`config.mk`:
```
export PLATFORM = sky130hd
export DESIGN_NAME = sps_top
export DESIGN_NICKNAME = d
export VERILOG_FILES = /design/src/sps_pkg.sv /design/src/sps_cfg_if.sv /design/src/sps_mux.sv /design/src/sps_top.sv
export SDC_FILE = /design/constraint.sdc
export NUM_CORES = 1
export LEC_CHECK = 0
export ABC_AREA = 0
export BUFFER_PORTS_ARGS = -buffer_cell sky130_fd_sc_hd__buf_2
export CORE_MARGIN = 2
export CORE_UTILIZATION = 49
export DETAILED_ROUTE_END_ITERATION = 7
export PLACE_DENSITY = 0.83
export SETUP_SLACK_MARGIN = 0.15
export SLEW_MARGIN = 10
export SYNTH_ARGS = -nofsm -noshare
export SYNTH_HDL_FRONTEND = slang
export SYNTH_HIERARCHICAL = 1
export SYNTH_SLANG_ARGS = --single-unit
```
`constraint.sdc`:
```
create_clock -name aclk -period 2.52 [get_ports aclk]
set_clock_uncertainty 0.1 [all_clocks]
set_input_delay 0.756 -clock aclk [delete_from_list [all_inputs] [get_ports aclk]]
set_output_delay 0.756 -clock aclk [all_outputs]
set_load 0.1 [all_outputs]
```
`src/sps_pkg.sv`:
```
package sps_pkg;

	// ============================================================
	// Register map (byte addresses; 0x0F57 is not word aligned, so indices)
	localparam logic [11:0] SWAP_CTRL_IDX   = 12'hF57;
	localparam logic [11:0] ROUTE_SEL_IDX   = 12'hFCB;
	localparam logic [11:0] IRQ_STATUS_IDX  = 12'hFD0;
	localparam logic [11:0] IRQ_MASK_IDX    = 12'hFD1;
	localparam int          ADDR_W          = 14;

	// ============================================================
	// Reset values and write masks
	localparam logic [7:0]  SWAP_CTRL_RST   = 8'h00;
	localparam logic [7:0]  ROUTE_SEL_RST   = 8'h00;
	localparam logic [7:0]  SWAP_CTRL_WMASK = 8'h03;
	localparam logic [7:0]  ROUTE_SEL_WMASK = 8'hD3;

	// ============================================================
	// Field positions
	localparam int TMR_SEL_LSB  = 6;
	localparam int GRP_SEL_BIT  = 4;
	localparam int PAIR_LSB     = 0;
	localparam int SWAP0_BIT    = 0;
	localparam int SWAP1_BIT    = 1;

	// ============================================================
	// Interrupt status bits (slot activity)
	localparam int IRQ_BITS     = 3;
	localparam int IRQ_TX_SLOT  = 0;
	localparam int IRQ_RX_SLOT  = 1;
	localparam int IRQ_SH_SLOT  = 2;

	// ============================================================
	// Encodings
	typedef enum logic [1:0] {
		SPS_PAIR_ASYNC_TWI  = 2'h0,
		SPS_PAIR_ASYNC_SYNC = 2'h1,
		SPS_PAIR_SYNC_TWI   = 2'h2,
		SPS_PAIR_RESV       = 2'h3
	} sps_pair_e;

	typedef enum logic [1:0] {
		SPS_TMR_DEDICATED = 2'h0,
		SPS_TMR_ASYNC0_RX = 2'h1,
		SPS_TMR_ASYNC1_RX = 2'h2,
		SPS_TMR_RESV      = 2'h3
	} sps_tmr_e;

	localparam logic [1:0] AXI_OKAY   = 2'h0;
	localparam logic [1:0] AXI_SLVERR = 2'h2;

endpackage

```
`src/sps_cfg_if.sv`:
```
`timescale 1ns/1ps
interface sps_cfg_if;
	logic [7:0] route_sel;
	logic [7:0] swap_ctrl;

	modport ctrl (output route_sel, output swap_ctrl);
	modport mux  (input route_sel, input swap_ctrl);
endinterface

```
`src/sps_mux.sv`:
```
`timescale 1ns/1ps
module sps_mux (
	sps_cfg_if.mux      cfg,
	input  wire logic   async0_tx,
	input  wire logic   async1_tx,
	input  wire logic   sync_data_out,
	input  wire logic   sync_clk_out,
	input  wire logic   twi_sda_out,
	input  wire logic   twi_scl_out,
	input  wire logic   async0_tx_irq,
	input  wire logic   async0_rx_irq,
	input  wire logic   sync_serial_irq,
	input  wire logic   two_wire_irq,
	input  wire logic   p72_in,
	input  wire logic [2:0] p2lo_in,
	input  wire logic [2:0] pb_in,
	input  wire logic [1:0] p2hi_in,
	input  wire logic [1:0] p9_in,
	output logic [2:0]  p2lo_out,
	output logic [2:0]  p2lo_sel,
	output logic [2:0]  pb_out,
	output logic [2:0]  pb_sel,
	output logic [2:0]  p2hi_out,
	output logic [2:0]  p2hi_sel,
	output logic [1:0]  p9_out,
	output logic [1:0]  p9_sel,
	output logic        async0_rx,
	output logic        async1_rx,
	output logic        sync_data_in,
	output logic        twi_sda_in,
	output logic        twi_scl_in,
	output logic        timer_a0_input,
	output logic [2:0]  irq_slot
);
	// ============================================================
	// Decode
	sps_pkg::sps_pair_e pair;
	logic grp, sw0, sw1, a0_on, s0_on, t0_on;
	logic [2:0] grp_in, grp_out, grp_sel;

	assign pair  = sps_pkg::sps_pair_e'(cfg.route_sel[sps_pkg::PAIR_LSB +: 2]);
	assign grp   = cfg.route_sel[sps_pkg::GRP_SEL_BIT];
	assign sw0   = cfg.swap_ctrl[sps_pkg::SWAP0_BIT];
	assign sw1   = cfg.swap_ctrl[sps_pkg::SWAP1_BIT];
	// Reserved pairing code enables nothing
	assign a0_on = (pair == sps_pkg::SPS_PAIR_ASYNC_TWI) ||
	               (pair == sps_pkg::SPS_PAIR_ASYNC_SYNC);
	assign s0_on = (pair == sps_pkg::SPS_PAIR_ASYNC_SYNC) ||
	               (pair == sps_pkg::SPS_PAIR_SYNC_TWI);
	assign t0_on = (pair == sps_pkg::SPS_PAIR_ASYNC_TWI) ||
	               (pair == sps_pkg::SPS_PAIR_SYNC_TWI);
	assign grp_in = grp ? pb_in : p2lo_in;

	// ============================================================
	// Group pins: async 0 or sync serial 0
	always_comb begin
		grp_out   = 3'h0;
		grp_sel   = 3'h0;
		async0_rx = 1'b1;
		sync_data_in = 1'b0;
		if (a0_on) begin
			grp_sel = 3'h3;
			grp_out = sw0 ? {2'h0, 1'b0} | 3'(async0_tx) << 1 : {2'h0, async0_tx};
			async0_rx = sw0 ? grp_in[0] : grp_in[1];
		end
		if (pair == sps_pkg::SPS_PAIR_SYNC_TWI) begin
			grp_sel = 3'h7;
			grp_out = {sync_clk_out, 1'b0, sync_data_out};
			sync_data_in = grp_in[1];
		end
		if (pair == sps_pkg::SPS_PAIR_ASYNC_SYNC) begin
			sync_data_in = p2hi_in[1];
		end
	end

	// Place group onto port 2 low pins or port B pins
	assign p2lo_out = grp ? 3'h0 : grp_out;
	assign p2lo_sel = grp ? 3'h0 : grp_sel;
	assign pb_out   = grp ? grp_out : 3'h0;
	assign pb_sel   = grp ? grp_sel : 3'h0;

	// ============================================================
	// Port 2 upper pins: two-wire or sync serial 0
	always_comb begin
		p2hi_out   = 3'h0;
		p2hi_sel   = 3'h0;
		twi_sda_in = 1'b1;
		twi_scl_in = 1'b1;
		if (t0_on) begin
			p2hi_sel   = 3'h3;
			p2hi_out   = {1'b0, twi_scl_out, twi_sda_out};
			twi_sda_in = p2hi_in[0];
			twi_scl_in = p2hi_in[1];
		end else if (s0_on) begin
			p2hi_sel = 3'h7;
			p2hi_out = {sync_clk_out, 1'b0, sync_data_out};
		end
	end

	// ============================================================
	// Async 1 on port 9, always routed
	assign p9_sel    = 2'h3;
	assign p9_out    = sw1 ? {async1_tx, 1'b0} : {1'b0, async1_tx};
	assign async1_rx = sw1 ? p9_in[0] : p9_in[1];

	// ============================================================
	// Timer capture input select; reserved reads dedicated pin
	always_comb begin
		case (sps_pkg::sps_tmr_e'(cfg.route_sel[sps_pkg::TMR_SEL_LSB +: 2]))
			sps_pkg::SPS_TMR_ASYNC0_RX: timer_a0_input = p2lo_in[1];
			sps_pkg::SPS_TMR_ASYNC1_RX: timer_a0_input = p9_in[1];
			default:                    timer_a0_input = p72_in;
		endcase
	end

	// ============================================================
	// Interrupt slot steering
	always_comb begin
		irq_slot = 3'h0;
		case (pair)
			sps_pkg::SPS_PAIR_ASYNC_TWI:
				irq_slot = {two_wire_irq, async0_rx_irq, async0_tx_irq};
			sps_pkg::SPS_PAIR_ASYNC_SYNC:
				irq_slot = {sync_serial_irq, async0_rx_irq, async0_tx_irq};
			sps_pkg::SPS_PAIR_SYNC_TWI:
				irq_slot = {two_wire_irq, sync_serial_irq, 1'b0};
			default:
				irq_slot = 3'h0;
		endcase
	end
endmodule // sps_mux

```
`src/sps_top.sv`:
```
// Overview of operation
// - Timer bits 7:6 choose capture pin
// - Group bit 4 picks port 2 or B
// - Pairing bits 1:0 enable two controllers; reserved code 3 enables none
// - Async 0 swap exchanges transmit/receive pins
// - Async 1 swap exchanges port 9 pins
// - Two-wire on port 2 bits 3,4
// - Interrupt slots follow pairing code
// - Port B also needs function control
//
// Added by the designer: register access over AXI4-Lite.
`timescale 1ns/1ps
module sps_top (
	input  wire logic        aclk,
	input  wire logic        aresetn,
	input  wire logic        clk_en,
	input  wire logic [13:0] s_axi_awaddr,
	input  wire logic        s_axi_awvalid,
	output logic             s_axi_awready,
	input  wire logic [31:0] s_axi_wdata,
	input  wire logic [3:0]  s_axi_wstrb,
	input  wire logic        s_axi_wvalid,
	output logic             s_axi_wready,
	output logic [1:0]       s_axi_bresp,
	output logic             s_axi_bvalid,
	input  wire logic        s_axi_bready,
	input  wire logic [13:0] s_axi_araddr,
	input  wire logic        s_axi_arvalid,
	output logic             s_axi_arready,
	output logic [31:0]      s_axi_rdata,
	output logic [1:0]       s_axi_rresp,
	output logic             s_axi_rvalid,
	input  wire logic        s_axi_rready,
	input  wire logic        async0_tx,
	input  wire logic        async1_tx,
	input  wire logic        sync_data_out,
	input  wire logic        sync_clk_out,
	input  wire logic        twi_sda_out,
	input  wire logic        twi_scl_out,
	input  wire logic        async0_tx_irq,
	input  wire logic        async0_rx_irq,
	input  wire logic        sync_serial_irq,
	input  wire logic        two_wire_irq,
	input  wire logic        p72_in,
	input  wire logic [2:0]  p2lo_in,
	input  wire logic [2:0]  pb_in,
	input  wire logic [1:0]  p2hi_in,
	input  wire logic [1:0]  p9_in,
	output logic [2:0]       p2lo_out,
	output logic [2:0]       p2lo_sel,
	output logic [2:0]       pb_out,
	output logic [2:0]       pb_sel,
	output logic [2:0]       p2hi_out,
	output logic [2:0]       p2hi_sel,
	output logic [1:0]       p9_out,
	output logic [1:0]       p9_sel,
	output logic             async0_rx,
	output logic             async1_rx,
	output logic             sync_data_in,
	output logic             twi_sda_in,
	output logic             twi_scl_in,
	output logic             timer_a0_input,
	output logic [2:0]       irq_slot,
	output logic             irq
);
	// ============================================================
	// State
	typedef struct packed {
		logic [7:0]  route_sel;
		logic [7:0]  swap_ctrl;
		logic [2:0]  irq_stat;
		logic [2:0]  irq_mask;
		logic [2:0]  slot_prev;
		logic        aw_held;
		logic [13:0] aw_addr;
		logic        w_held;
		logic [31:0] w_data;
		logic [3:0]  w_strb;
		logic        bvalid;
		logic [1:0]  bresp;
		logic        rvalid;
		logic [31:0] rdata;
		logic [1:0]  rresp;
		logic [2:0]  p2lo_out, p2lo_sel, pb_out, pb_sel, p2hi_out, p2hi_sel;
		logic [1:0]  p9_out, p9_sel;
		logic [4:0]  rx_lines;
		logic        tmr;
		logic [2:0]  slot;
		logic        irq;
	} sps_state_s;

	sps_state_s q, d;

	// Mux outputs before registering
	logic [2:0] m_p2lo_out, m_p2lo_sel, m_pb_out, m_pb_sel, m_p2hi_out, m_p2hi_sel;
	logic [1:0] m_p9_out, m_p9_sel;
	logic       m_a0rx, m_a1rx, m_sdi, m_sda, m_scl, m_tmr;
	logic [2:0] m_slot;

	sps_cfg_if cfg ();
	assign cfg.route_sel = q.route_sel;
	assign cfg.swap_ctrl = q.swap_ctrl;

	// ============================================================
	// Routing logic
	sps_mux u_mux (
		.cfg             (cfg.mux),
		.async0_tx       (async0_tx),
		.async1_tx       (async1_tx),
		.sync_data_out   (sync_data_out),
		.sync_clk_out    (sync_clk_out),
		.twi_sda_out     (twi_sda_out),
		.twi_scl_out     (twi_scl_out),
		.async0_tx_irq   (async0_tx_irq),
		.async0_rx_irq   (async0_rx_irq),
		.sync_serial_irq (sync_serial_irq),
		.two_wire_irq    (two_wire_irq),
		.p72_in          (p72_in),
		.p2lo_in         (p2lo_in),
		.pb_in           (pb_in),
		.p2hi_in         (p2hi_in),
		.p9_in           (p9_in),
		.p2lo_out        (m_p2lo_out),
		.p2lo_sel        (m_p2lo_sel),
		.pb_out          (m_pb_out),
		.pb_sel          (m_pb_sel),
		.p2hi_out        (m_p2hi_out),
		.p2hi_sel        (m_p2hi_sel),
		.p9_out          (m_p9_out),
		.p9_sel          (m_p9_sel),
		.async0_rx       (m_a0rx),
		.async1_rx       (m_a1rx),
		.sync_data_in    (m_sdi),
		.twi_sda_in      (m_sda),
		.twi_scl_in      (m_scl),
		.timer_a0_input  (m_tmr),
		.irq_slot        (m_slot)
	);

	// Byte address of a register index
	function automatic logic [13:0] reg_addr(input logic [11:0] idx);
		reg_addr = {idx, 2'b00};
	endfunction

	// Read data for an address; unmapped flagged separately
	function automatic logic [31:0] rd_word(input sps_state_s s, input logic [13:0] a);
		rd_word = 32'h0000_0000;
		if (a == reg_addr(sps_pkg::SWAP_CTRL_IDX))
			rd_word = {24'h000000, s.swap_ctrl};
		else if (a == reg_addr(sps_pkg::ROUTE_SEL_IDX))
			rd_word = {24'h000000, s.route_sel};
		else if (a == reg_addr(sps_pkg::IRQ_STATUS_IDX))
			rd_word = {29'h0, s.irq_stat};
		else if (a == reg_addr(sps_pkg::IRQ_MASK_IDX))
			rd_word = {29'h0, s.irq_mask};
	endfunction

	function automatic logic mapped(input logic [13:0] a);
		mapped = (a == reg_addr(sps_pkg::SWAP_CTRL_IDX)) ||
		         (a == reg_addr(sps_pkg::ROUTE_SEL_IDX)) ||
		         (a == reg_addr(sps_pkg::IRQ_STATUS_IDX)) ||
		         (a == reg_addr(sps_pkg::IRQ_MASK_IDX));
	endfunction

	// ============================================================
	// Next state
	always_comb begin
		logic [2:0] rise;
		logic [2:0] w1c;
		logic       do_wr;
		d    = q;
		rise = m_slot & ~q.slot_prev;
		w1c  = 3'h0;
		// Both halves held and no response pending
		do_wr = q.aw_held && q.w_held && !q.bvalid;
		// Write channel capture, either order
		if (s_axi_awvalid && !q.aw_held && !q.bvalid) begin
			d.aw_held = 1'b1;
			d.aw_addr = s_axi_awaddr;
		end
		if (s_axi_wvalid && !q.w_held && !q.bvalid) begin
			d.w_held = 1'b1;
			d.w_data = s_axi_wdata;
			d.w_strb = s_axi_wstrb;
		end
		if (do_wr) begin
			d.aw_held = 1'b0;
			d.w_held  = 1'b0;
			d.bvalid  = 1'b1;
			d.bresp   = mapped(q.aw_addr) ? sps_pkg::AXI_OKAY : sps_pkg::AXI_SLVERR;
			if (q.w_strb[0]) begin
				// Selection change takes effect next cycle; software keeps peers stopped
				if (q.aw_addr == reg_addr(sps_pkg::ROUTE_SEL_IDX))
					d.route_sel = q.w_data[7:0] & sps_pkg::ROUTE_SEL_WMASK;
				if (q.aw_addr == reg_addr(sps_pkg::SWAP_CTRL_IDX))
					d.swap_ctrl = q.w_data[7:0] & sps_pkg::SWAP_CTRL_WMASK;
				if (q.aw_addr == reg_addr(sps_pkg::IRQ_MASK_IDX))
					d.irq_mask = q.w_data[2:0];
				if (q.aw_addr == reg_addr(sps_pkg::IRQ_STATUS_IDX))
					w1c = q.w_data[2:0];
			end
		end
		if (q.bvalid && s_axi_bready)
			d.bvalid = 1'b0;
		// Read channel
		if (s_axi_arvalid && !q.rvalid) begin
			d.rvalid = 1'b1;
			d.rdata  = rd_word(q, s_axi_araddr);
			d.rresp  = mapped(s_axi_araddr) ? sps_pkg::AXI_OKAY : sps_pkg::AXI_SLVERR;
		end else if (q.rvalid && s_axi_rready) begin
			d.rvalid = 1'b0;
		end
		// Sticky slot events, set wins over clear
		d.slot_prev = m_slot;
		d.irq_stat  = (q.irq_stat & ~w1c) | rise;
		d.irq       = |(d.irq_stat & d.irq_mask);
		// Registered routing outputs
		d.p2lo_out = m_p2lo_out;
		d.p2lo_sel = m_p2lo_sel;
		d.pb_out   = m_pb_out;
		d.pb_sel   = m_pb_sel;
		d.p2hi_out = m_p2hi_out;
		d.p2hi_sel = m_p2hi_sel;
		d.p9_out   = m_p9_out;
		d.p9_sel   = m_p9_sel;
		d.rx_lines = {m_a0rx, m_a1rx, m_sdi, m_sda, m_scl};
		d.tmr      = m_tmr;
		d.slot     = m_slot;
	end

	// ============================================================
	// State register
	always_ff @(posedge aclk) begin
		if (!aresetn) begin
			q           <= '0;
			q.route_sel <= sps_pkg::ROUTE_SEL_RST;
			q.swap_ctrl <= sps_pkg::SWAP_CTRL_RST;
			q.rx_lines  <= 5'h1F;
		end else if (clk_en) begin
			q <= d;
		end
	end

	// ============================================================
	// Outputs
	assign s_axi_awready  = !q.aw_held && !q.bvalid;
	assign s_axi_wready   = !q.w_held && !q.bvalid;
	assign s_axi_bvalid   = q.bvalid;
	assign s_axi_bresp    = q.bresp;
	assign s_axi_arready  = !q.rvalid;
	assign s_axi_rvalid   = q.rvalid;
	assign s_axi_rdata    = q.rdata;
	assign s_axi_rresp    = q.rresp;
	assign p2lo_out       = q.p2lo_out;
	assign p2lo_sel       = q.p2lo_sel;
	assign pb_out         = q.pb_out;
	assign pb_sel         = q.pb_sel;
	assign p2hi_out       = q.p2hi_out;
	assign p2hi_sel       = q.p2hi_sel;
	assign p9_out         = q.p9_out;
	assign p9_sel         = q.p9_sel;
	assign {async0_rx, async1_rx, sync_data_in, twi_sda_in, twi_scl_in} = q.rx_lines;
	assign timer_a0_input = q.tmr;
	assign irq_slot       = q.slot;
	assign irq            = q.irq;
endmodule // sps_top

```
# Word level (Yosys, flattened, before mapping)
# Index checks and enable logic that the tools add are counted.
# W data, S select, Z words.
# totals
ff_bits,134
inputBits,93
word_cells,128
# classes
eq_ne,12
n_mux,44
bitwise,6
n_reduce_logical,40
# ops
operator,n
$eq A14 B14 Y1 const B,8
$mux W32,3
$mux W3,18
$mux W37,1
$reduce_and A2 Y1,8
$mux W15,1
$mux W2,7
$mux W1,12
$logic_and A1 B1 Y1,11
$and A3 B3 Y3,3
$logic_or A1 B1 Y1,9
$pmux W3 S3,1
$reduce_and A4 Y1,2
$reduce_bool A2 Y1,4
$not A3 Y3,2
$eq A2 B1 Y1 const B,2
$eq A2 B2 Y1 const B,2
$logic_not A1 Y1,4
$or A3 B3 Y3,1
$reduce_or A3 Y1,1
$logic_not A2 Y1,1
$pmux W1 S2,1

# Logic depth before layout (Yosys ltp)
# Gate-level depths: netlist of the first run.
# depth
word_depth,9
ltp_mapped,10
ltp_nobuf,9

# Modules after synthesis
# Netlist of the first run, hierarchy kept.
# modules_own_cells
mod,n_inst,cells_per_inst,area_each_um2,seq_area_each_um2
sps_top,1,425,3697.3,1561.5
sps_mux,1,67,449.2,0.0

# Least setup slack after synthesis of the first run
# OpenSTA, ideal clock, no wires.
# synth_path
path_kind,reg2out
startpoint,register q (netlist bit s_axi_bvalid)
endpoint,output port s_axi_awready
arrival_ns,2.100
path_slack_ns,-0.436
path_stages_with_launch,2
n_path_buf,0
path_cell_list,dfxtp_1 -> nor2_1
# synth_via
elab_chain_cells,2
# synth_lines
item,line_no,text
from (decl),sps_top.sv:92,"sps_state_s q, d;"
$logic_not A1 Y1,sps_top.sv:246,assign s_axi_awready = !q.aw_held && !q.bvalid;
$logic_and A1 B1 Y1,sps_top.sv:246,
to (decl),sps_top.sv:19,"output logic s_axi_awready,"
# No other way between the ends.

# Worst setup path in the final report of the first run
# layout_path
startpoint,register q (netlist bit s_axi_bvalid)
endpoint,output port s_axi_bvalid
# layout_rtl
item,line_no,text
to (decl),sps_top.sv:25,"output logic s_axi_bvalid,"
# No word-level cell between the ends.

==> results_dict.tcl, run 1 <==
set metrics [dict create \
    outcome "completed" \
    met1Wirelength_mm 3.96 \
    setup_violations 0 \
    n_antenna_cell 0 \
    drv_slew 0 \
    clk_pin_slew_ns 0.08 \
    syn_avg_cell_area_um2 8.43 \
    grt-ovfl-total 0 \
    io-pin-count 166 \
    crit_arrival_ns 1.31 \
    synth_compound_area_share_pct 9.90 \
    synthAdderAreaFrac_pct 2.72 \
    critPathBufInv 1 \
    fmax_ghz 0.462 \
    p_per_area_nw_per_um2 650 \
    routed_wirelength_mm 9.01 \
    rsz0062_at_grt "no" \
    cts-resized-gates 0 \
    total_power_mw 3.01 \
    drive_above_1_share_pct 26.3 \
    synth_xor_area_share_pct 0 \
    ys_seq_area_share_pct 37.7 \
    dp_hpwl_mm 6.81 \
    core_um2 8220 \
    period_needed_ns 2.16 \
    worst_path_max_delay_cell "buf_2" \
    cts_buffers 9 \
    cp.required_ns 1.66 \
    synth-edff-count 0 \
    die-width_um 96.0 \
    numClockSinks 78 \
    vias 3404 \
    fillers 736 \
    leakage_nw 2.11 \
    synthCells 492 \
    fin_util_pct 56.4 \
    grt_pass1_wl_mm 14.1 \
    vias_per_cell 5.10 \
    ys_types 57 \
    h-tree-depth 3 \
    met3WireLength_um 596 \
    routabilityCongestion 0.872 \
    grt_antenna_before_repair 0 \
    ir_drop_mv 0.347 \
    setup_tns_ns 0 \
    crit_path_end_kind "output port" \
    slowest_delay_ns 0.48 \
    relSlewSlack_pct 61.3 \
    cts_buffer_depth 2 \
    muxShareOfSynthArea_pct 11.9 \
    yosys_warnings 6 \
    grt_max_degree 45 \
    synth.most_common_cell "dfxtp_1" \
    post_cts_buffers 0 \
    synth_flop_cell "dfxtp_1" \
    crit_chain "buf_2" \
    synthSimpleGateAreaFrac_pct 22.1 \
    wl_met2_mm 4.30 \
    area_delta_synth_final_pct 11.8 \
    hold_violations 0 \
    synthTopCellsByArea "dfxtp_1 38%, buf_4 12%, mux2i_1 11%, nor2_1 6.2%, nand2_1 5.3%" \
    die_h_um 96.0 \
    ctsHoldBuffers 0 \
    finalCritPeriodShare_pct 85.9 \
    gr-usage-all-layers_pct 19.8 \
    row_count 33 \
    ys_ff_latch 78 \
    worstMarginPinSlew_ns 0.572 \
    die_area_um2 9210 \
    fin_nets 659 \
    first_global_vias 3079 \
    netlist.area_leader.share_pct 37.7 \
    clock_latency_ns 0.35 \
    io_buffers 106 \
    highest_layer "met4" \
    yosysTopAreaCell "dfxtp_1" \
    cts_tree "yes" \
    dr.pass1.iters 4 \
    avgRoutedWirePerCell_um 13.5 \
    synthArstFlopShare_pct 0 \
    clockRootBuffer "clkbuf_8" \
    route.antenna.remaining_nets 0 \
    synth_top_family_by_area "simple AND/OR/NAND/NOR gates" \
    critPathMaxFanout 7 \
    min_path_type "reg2reg" \
    cpLargestDelayFamily "buffers and inverters" \
    drc 0 \
    drt_iter0_drc 141 \
    synthTopCellsByCount "78 x dfxtp_1, 69 x nor2_1, 68 x buf_4, 58 x nand2_1, 45 x mux2i_1" \
    critical_path.startpoint_type "flip-flop" \
    start_util_pct 50.5 \
    critPathKind "reg2out" \
    drv_cap 0 \
    netlist_area_um2 4150 \
]
[layout make-up]
cell class / count / area, µm² / share of cell area, %
Clock inverter: 3 / 65.1 / 1.40
Timing Repair Buffer: 112 / 588 / 12.7
Sequential cell: 78 / 1570 / 33.9
Clock buffer: 13 / 169 / 3.64
Inverter: 14 / 56.3 / 1.21
Tap cell: 105 / 131 / 2.83
Multi-Input combinational cell: 342 / 2060 / 44.3
[sequential cells by signal, summed over array words and instances (netlist names), 2 cells and up]
| register | flops |
|---|---|
| cfg.route_sel | 5 |
| pb_sel | 3 |
| cfg.swap_ctrl | 2 |
| p2lo_sel | 3 |
| irq_slot | 3 |
| p9_out | 2 |
| p2hi_sel | 3 |
| q | 29 |
| s_axi_rdata | 6 |
| p9_sel | 2 |
| p2lo_out | 3 |
| pb_out | 3 |
| p2hi_out | 3 |
[power breakdown]
group          internal [mW]  leakage, nW  switching (mW)
sequential              1.28        0.639          0.0336
combinational          0.124         1.35           0.503
clock                  0.638        0.120           0.438
[worst reg2reg max path: cells and delay by family, from the launching register on]
kind / cells / cell delay (ns)
and+or+nand+nor: 1 / 0.24
adders and majority gates: 1 / 0.27
buffers and inverters: 1 / 0.09
AOI/OAI and AO/OA: 6 / 0.88
DFF: 1 / 0.40
[through the flow]
stage / cell area [µm²] / cells / worst slack, ns / hold slack (ns)
after detailed placement: 4390 / 651 / 0.242 / 0.350
after global placement: 4390 / 651 / 0.315 / 0.343
final: 4640 / 667 / 0.356 / 0.363
after global routing: 4640 / 667 / 0.169 / 0.389
after CTS: 4630 / 667 / 0.227 / 0.361
after floorplan: 4260 / 520 / 0.00785 / 0.332
[logic make-up after synthesis]
kind of cell | after synthesis
other | 2
AO/OA/AOI/OAI | 67
multiplexers | 48
AND/OR/NAND/NOR | 188
adder cells (fa/ha/maj) | 9
buffers and inverters | 100
flip-flops | 78
[cell usage in the layout, fill, tap and decap left out, types with 11 or more instances in the layout]
| cell | n |
|---|---|
| a21oi_1 | 34 |
| dfxtp_1 | 75 |
| mux2i_1 | 45 |
| clkbuf_8 | 12 |
| nand3_1 | 11 |
| inv_1 | 11 |
| nor2_1 | 67 |
| buf_2 | 106 |
| conb_1 | 30 |
| nand2_1 | 58 |
[path summary, 6_finish.rpt]
check | startpoint | cells after the start | endpoint | slack, ns
hold / removal | q[108]$_SDFFE_PN0P_ | 2 | q[108]$_SDFFE_PN0P_ | 0.36
setup reg to reg | cfg.route_sel[0]$_SDFFE_PN0P_ | 9 | irq$_SDFFE_PN0P_ | 0.41
hold reg to reg | q[108]$_SDFFE_PN0P_ | 2 | q[108]$_SDFFE_PN0P_ | 0.36
setup / recovery | s_axi_bvalid$_SDFFE_PN0P_ | 1 | s_axi_bvalid | 0.36
[layer usage]
layer  up-vias  track usage, %
met5         -               0
met4         0            5.95
met3        14            6.50
met2       135            33.6
met1      1543            23.7
li1       1712               -
Note: power is estimated with default switching activity, not from simulation.
==> inputs of run 2 (changes only) <==
- BUFFER_PORTS_ARGS: -buffer_cell sky130_fd_sc_hd__buf_2 -> default
- CORE_UTILIZATION: 49 -> 40
- DONT_BUFFER_PORTS: default -> 1
- MAX_ROUTING_LAYER: default -> met4
- PLACE_DENSITY: 0.83 -> 0.56
==> run 2 against run 1 <==
Wire length grew 0.71%. Register-to-register slack is essentially flat. Clock-buffer cell count is the same. Critical path type unchanged.
==> results_dict.tcl, run 2 (synthesized netlist as in run 1, its figures left out) <==
set metrics [dict create \
    area_delta_synth_final_pct 8.30 \
    vias 3094 \
    postLayoutSetupSlackWorst_ns 0.312 \
    fmax_ghz 0.453 \
    die-width_um 106 \
    critPathKind "reg2out" \
    routed_wirelength_mm 9.08 \
    die_area_um2 11200 \
    gr-usage-all-layers_pct 16.4 \
    p_sw_uw 932 \
    outcome "completed" \
    cpLargestDelayFamily "flip-flops" \
    post_cts_buffers 0 \
    drv_cap 0 \
    row_count 37 \
    crit_chain "clkinvlp_4 -> buf_4" \
    critPathBufInv 2 \
    largest_register_ffs 29 \
    multiInputGateArea_um2 2050 \
    endpoint "s_axi_arready" \
    final-seq-area_um2 1570 \
    r2r_setup_slack_ns 0.41 \
    layout_common_cells "76 x dfxtp_1, 67 x nor2_1, 58 x nand2_1" \
    route.antenna.remaining_nets 0 \
    cts_tree "yes" \
    slowest_delay_ns 0.56 \
    fin_area_um2 4490 \
    n_antenna_cell 0 \
    cts_buffer_depth 2 \
    worstMarginPinSlew_ns 0.546 \
    relSlewSlack_pct 63.3 \
    dpl_cell_area_um2 4260 \
    grt_pass1_wl_mm 14.1 \
    top_register "q" \
    p_clk_share_pct 36.3 \
    die_h_um 106 \
    drc 0 \
    core_um2 10200 \
    vias_per_cell 4.86 \
    hold_violations 0 \
    finalNonFillerCells 636 \
    ctsHoldBuffers 0 \
    ir_drop_mv 0.387 \
    cts-resized-gates 0 \
    leakage_nw 1.89 \
    clockRootBuffer "clkbuf_8" \
    switching_share_pct 31.5 \
    numClockSinks 78 \
    placed_cells 620 \
    crit_path_end_kind "output port" \
    r2r_end "irq$_SDFFE_PN0P_" \
    grt_antenna_before_repair 0 \
    final_common_cell "dfxtp_1" \
    critical_path.startpoint_type "flip-flop" \
    rsz0062_at_grt "no" \
    r2r-start "cfg.route_sel[1]$_SDFFE_PN0P_" \
    critPathMaxFanout 3 \
    avgRoutedWirePerCell_um 14.3 \
    setup_violations 0 \
    worstSetupStartpoint "s_axi_rvalid$_SDFFE_PN0P_" \
    clock_latency_ns 0.34 \
    routabilityCongestion 0.889 \
    io_buffers 0 \
    drive_above_1_share_pct 16.6 \
    cp.required_ns 1.66 \
    min_path_type "reg2reg" \
    drt_iter0_drc 147 \
    worst_path_max_delay_cell "dfxtp_4" \
    period_needed_ns 2.21 \
    comb_power_share_pct 19.2 \
    cp.depth 2 \
    crit_arrival_ns 1.35 \
    clk_pin_slew_ns 0.07 \
    fillers 1032 \
    dr.pass1.iters 4 \
    cts_buffers 9 \
    drv_slew 0 \
    dp_hpwl_mm 6.64 \
    p_int_mw 2.02 \
    io-pin-count 166 \
    grt-ovfl-total 0 \
    setup_tns_ns 0 \
    fin_nets 597 \
    start_util_pct 40.7 \
    finalCritPeriodShare_pct 87.6 \
    p_per_area_nw_per_um2 658 \
    seq_power_share_pct 44.5 \
    pre_cts_ws_ns 0.359 \
    r2r_cells 9 \
    h-tree-depth 3 \
    grt_max_degree 70 \
    first_global_vias 2817 \
]
[run 2: per-stage QoR]
stage	hold slack [ns]	power, mW	utilization, %
after floorplan	0.332	1.90	-
after global placement	0.346	1.91	41.8
after detailed placement	0.347	1.91	41.8
after CTS	0.357	2.99	44.1
after global routing	0.356	3.08	44.1
final	0.357	2.96	44.1
[run 2: how the worst min path moves through the flow]
| stage | from | slack [ns] | depth (start not counted) | end |
|---|---|---|---|---|
| floorplan | s_axi_rdata[2]$_SDFFE_PN0P_ | 0.33 | 2 | s_axi_rdata[2]$_SDFFE_PN0P_ |
| global placement | q[107]$_SDFFE_PN0P_ | 0.35 | 2 | q[107]$_SDFFE_PN0P_ |
| detailed placement | q[118]$_SDFFE_PN0P_ | 0.35 | 2 | q[118]$_SDFFE_PN0P_ |
| CTS | q[118]$_SDFFE_PN0P_ | 0.36 | 2 | q[118]$_SDFFE_PN0P_ |
| global route | aresetn | 0.36 | 1 | twi_scl_in$_SDFFE_PN1P_ |
| finish | q[118]$_SDFFE_PN0P_ | 0.36 | 2 | q[118]$_SDFFE_PN0P_ |
[run 2: power by group through the flow]
| stage | Clock, mW | Sequential (mW) | Combinational, mW |
|---|---|---|---|
| final | 1.07 | 1.31 | 0.568 |
| after global routing | 1.16 | 1.32 | 0.595 |
| after CTS | 1.11 | 1.31 | 0.569 |
| after detailed placement | 0 | 1.34 | 0.568 |
| after global placement | 0 | 1.34 | 0.565 |
| after floorplan | 0 | 1.39 | 0.519 |
[run 2: cell type report]
cell class                 count  share of cell area (%)
clock buffer                  13                    3.76
multi-input combinational    342                    45.7
inverter                      14                    1.25
clock inverter                 3                    1.45
timing repair buffer          50                    9.19
sequential                    78                    34.9
tap                          136                    3.79
[run 2: worst reg2reg max path: cells and delay by family (launching register included)]
| family | cells | cell delay (ns) |
|---|---|---|
| AOI/OAI and AO/OA | 6 | 0.88 |
| adders and majority gates | 1 | 0.28 |
| and+or+nand+nor | 1 | 0.30 |
| DFF | 1 | 0.37 |
| buffers and inverters | 1 | 0.12 |
[run 2: routing by layer]
| metal | global-route usage [%] | up-vias | wire, µm |
|---|---|---|---|
| li1 | - | 1576 | - |
| met1 | 19.0 | 1413 | 3970 |
| met2 | 27.4 | 99 | 4440 |
| met3 | 6.00 | 6 | 604 |
| met4 | 3.38 | 0 | 71 |
| met5 | - | - | 0 |
==> inputs of run 3 (changes only) <==
- ABC_AREA: 0 -> 1
==> run 3 against run 2 <==
Utilization is 0.26 points lower. Via count is 11% higher. Hold slack better by 0.0075 ns. Power is 6.5% higher. Critical path type unchanged.
==> results_dict.tcl, run 3 <==
set metrics [dict create \
    io-pin-count 166 \
    crit_chain "nor2_4 -> buf_4" \
    ir_drop_mv 0.302 \
    vias_per_cell 4.67 \
    clock_latency_ns 0.34 \
    area_delta_synth_final_pct 7.05 \
    min_path_type "reg2reg" \
    fin_nets 699 \
    avgRoutedWirePerCell_um 12.9 \
    yosys_warnings 6 \
    fmax_ghz 0.494 \
    multiInputGateArea_um2 1940 \
    netlist.area_leader.share_pct 37.1 \
    dpl_cell_area_um2 4270 \
    netlist_area_um2 4210 \
    r2r_cells 14 \
    drive_above_1_share_pct 16.6 \
    drv_slew 0 \
    syn_avg_cell_area_um2 7.06 \
    fin_util_pct 43.8 \
    final_common_cell "nor2_1" \
    r2r_setup_slack_ns 0.53 \
    numClockSinks 78 \
    final-seq-area_um2 1560 \
    synthArstFlopShare_pct 0 \
    cts_buffers 9 \
    finalCritPeriodShare_pct 80.4 \
    vias 3449 \
    first_global_vias 3149 \
    whs_ns 0.365 \
    routed_wirelength_mm 9.48 \
    r2r_end "irq$_SDFFE_PN0P_" \
    outcome "completed" \
    cp.depth 2 \
    row_count 37 \
    critical_path.startpoint_type "flip-flop" \
    post_cts_buffers 0 \
    switching_share_pct 34.6 \
    pre_cts_ws_ns 0.514 \
    relSlewSlack_pct 55.3 \
    largest_register_ffs 29 \
    period_needed_ns 2.03 \
    seq_power_share_pct 42.5 \
    highest_layer "met4" \
    crit_path_end_kind "output port" \
    critPathBufInv 1 \
    fillers 1084 \
    grt_max_degree 62 \
    worstMarginPinSlew_ns 0.668 \
    n_antenna_cell 0 \
    clk_pin_slew_ns 0.08 \
    p_sw_mw 1.09 \
    synthTopCellsByCount "104 x nor2_1, 78 x dfxtp_1, 78 x nand2_1, 67 x buf_4, 55 x o21ai_0" \
    grt_antenna_before_repair 0 \
    grt-ovfl-total 0 \
    setup_tns_ns 0 \
    worstSetupStartpoint "s_axi_bvalid$_SDFFE_PN0P_" \
    hp-start "twi_scl_in$_SDFFE_PN1P_" \
    cts-resized-gates 0 \
    synth-edff-count 0 \
    slowest_delay_ns 0.38 \
    setup_violations 0 \
    routabilityCongestion 0.831 \
    drc 0 \
    route.antenna.remaining_nets 0 \
    ys_types 36 \
    cts_tree "yes" \
    postLayoutSetupSlackWorst_ns 0.494 \
    critPathMaxFanout 4 \
    die-width_um 107 \
    cp.required_ns 1.66 \
    comb_power_share_pct 23.0 \
    met1Wirelength_mm 4.45 \
    endpoint "s_axi_wready" \
    drt_iter0_drc 157 \
    leakage_nw 2.03 \
    top_register "q" \
    ctsHoldBuffers 0 \
    io_buffers 0 \
    yosysTopAreaCell "dfxtp_1" \
    critPathKind "reg2out" \
    p_clk_share_pct 34.5 \
    gr-usage-all-layers_pct 17.5 \
    clockRootBuffer "clkbuf_8" \
    die_area_um2 11400 \
    drv_cap 0 \
    grt_pass1_wl_mm 15.3 \
    die_h_um 107 \
    cpLargestDelayFamily "flip-flops" \
    synth.most_common_cell "nor2_1" \
    rsz0062_at_grt "no" \
    dp_hpwl_mm 7.09 \
    layout_common_cells "102 x nor2_1, 78 x nand2_1, 77 x dfxtp_1" \
    h-tree-depth 3 \
    met3WireLength_um 567 \
    dr.pass1.iters 5 \
    p_int_mw 2.06 \
    ys_seq_area_share_pct 37.1 \
    worst_path_max_delay_cell "dfxtp_1" \
    r2r-start "cfg.route_sel[1]$_SDFFE_PN0P_" \
    synth_flop_cell "dfxtp_1" \
    synthTopCellsByArea "dfxtp_1 37%, buf_4 12%, nor2_1 9.3%, nand2_1 7.0%, o21ai_0 6.5%" \
    hold_violations 0 \
    synthCells 596 \
    fin_area_um2 4500 \
    ys_ff_latch 78 \
    crit_arrival_ns 1.17 \
    cts_buffer_depth 2 \
    start_util_pct 40.9 \
    core_um2 10300 \
    p_per_area_nw_per_um2 699 \
    wl_met2_mm 4.29 \
]
[run 3: worst min path at each step]
stage,to,slack (ns),cells after the start
global placement,twi_sda_in$_SDFFE_PN1P_,0.34,2
floorplan,q[76]$_SDFFE_PN0P_,0.34,2
global route,s_axi_rdata[4]$_SDFFE_PN0P_,0.39,2
finish,twi_scl_in$_SDFFE_PN1P_,0.36,2
CTS,twi_scl_in$_SDFFE_PN1P_,0.37,2
detailed placement,twi_scl_in$_SDFFE_PN1P_,0.35,2
[run 3: power by group through the flow]
stage / Sequential, mW / Combinational (mW) / Clock (mW)
final: 1.34 / 0.724 / 1.08
after global routing: 1.35 / 0.767 / 1.17
after CTS: 1.34 / 0.727 / 1.11
after detailed placement: 1.37 / 0.726 / 0
after global placement: 1.37 / 0.719 / 0
after floorplan: 1.43 / 0.649 / 0
[run 3: stage by stage]
stage               power, mW  instances
CTS                      3.18        738
global placement         2.09        722
finish                   3.15        738
global route             3.28        738
floorplan                2.08        624
detailed placement       2.09        722
[run 3: cell families after synthesis]
group,after synthesis,share of synthesized area (%)
and+or+nand+nor,253,27.1
buffers and inverters,149,19.7
other,2,0.178
adders and majority gates,9,2.68
AOI/OAI and AO/OA,104,13.0
muxes,1,0.268
DFF,78,37.1
[run 3: cell type report]
| class | count | share of cell area (%) |
|---|---|---|
| well taps | 136 | 3.78 |
| multi-input cells | 397 | 43.0 |
| flip-flops and latches | 78 | 34.7 |
| repair buffers | 47 | 7.83 |
| inverters | 64 | 5.47 |
| clock buffers | 13 | 3.75 |
| clock inverters | 3 | 1.44 |
[run 3: metal layers]
metal | global-route usage [%] | vias to the layer above
met5 | - | -
met4 | 6.77 | 0
li1 | - | 1800
met2 | 27.3 | 109
met1 | 22.3 | 1528
met3 | 3.74 | 12
[run 3: tightest hold or removal path, stage by stage, from the launching register on]
cell and delay, ns:
dfxtp_1 0.33, nand2_1 0.05, nand3_1 0.05
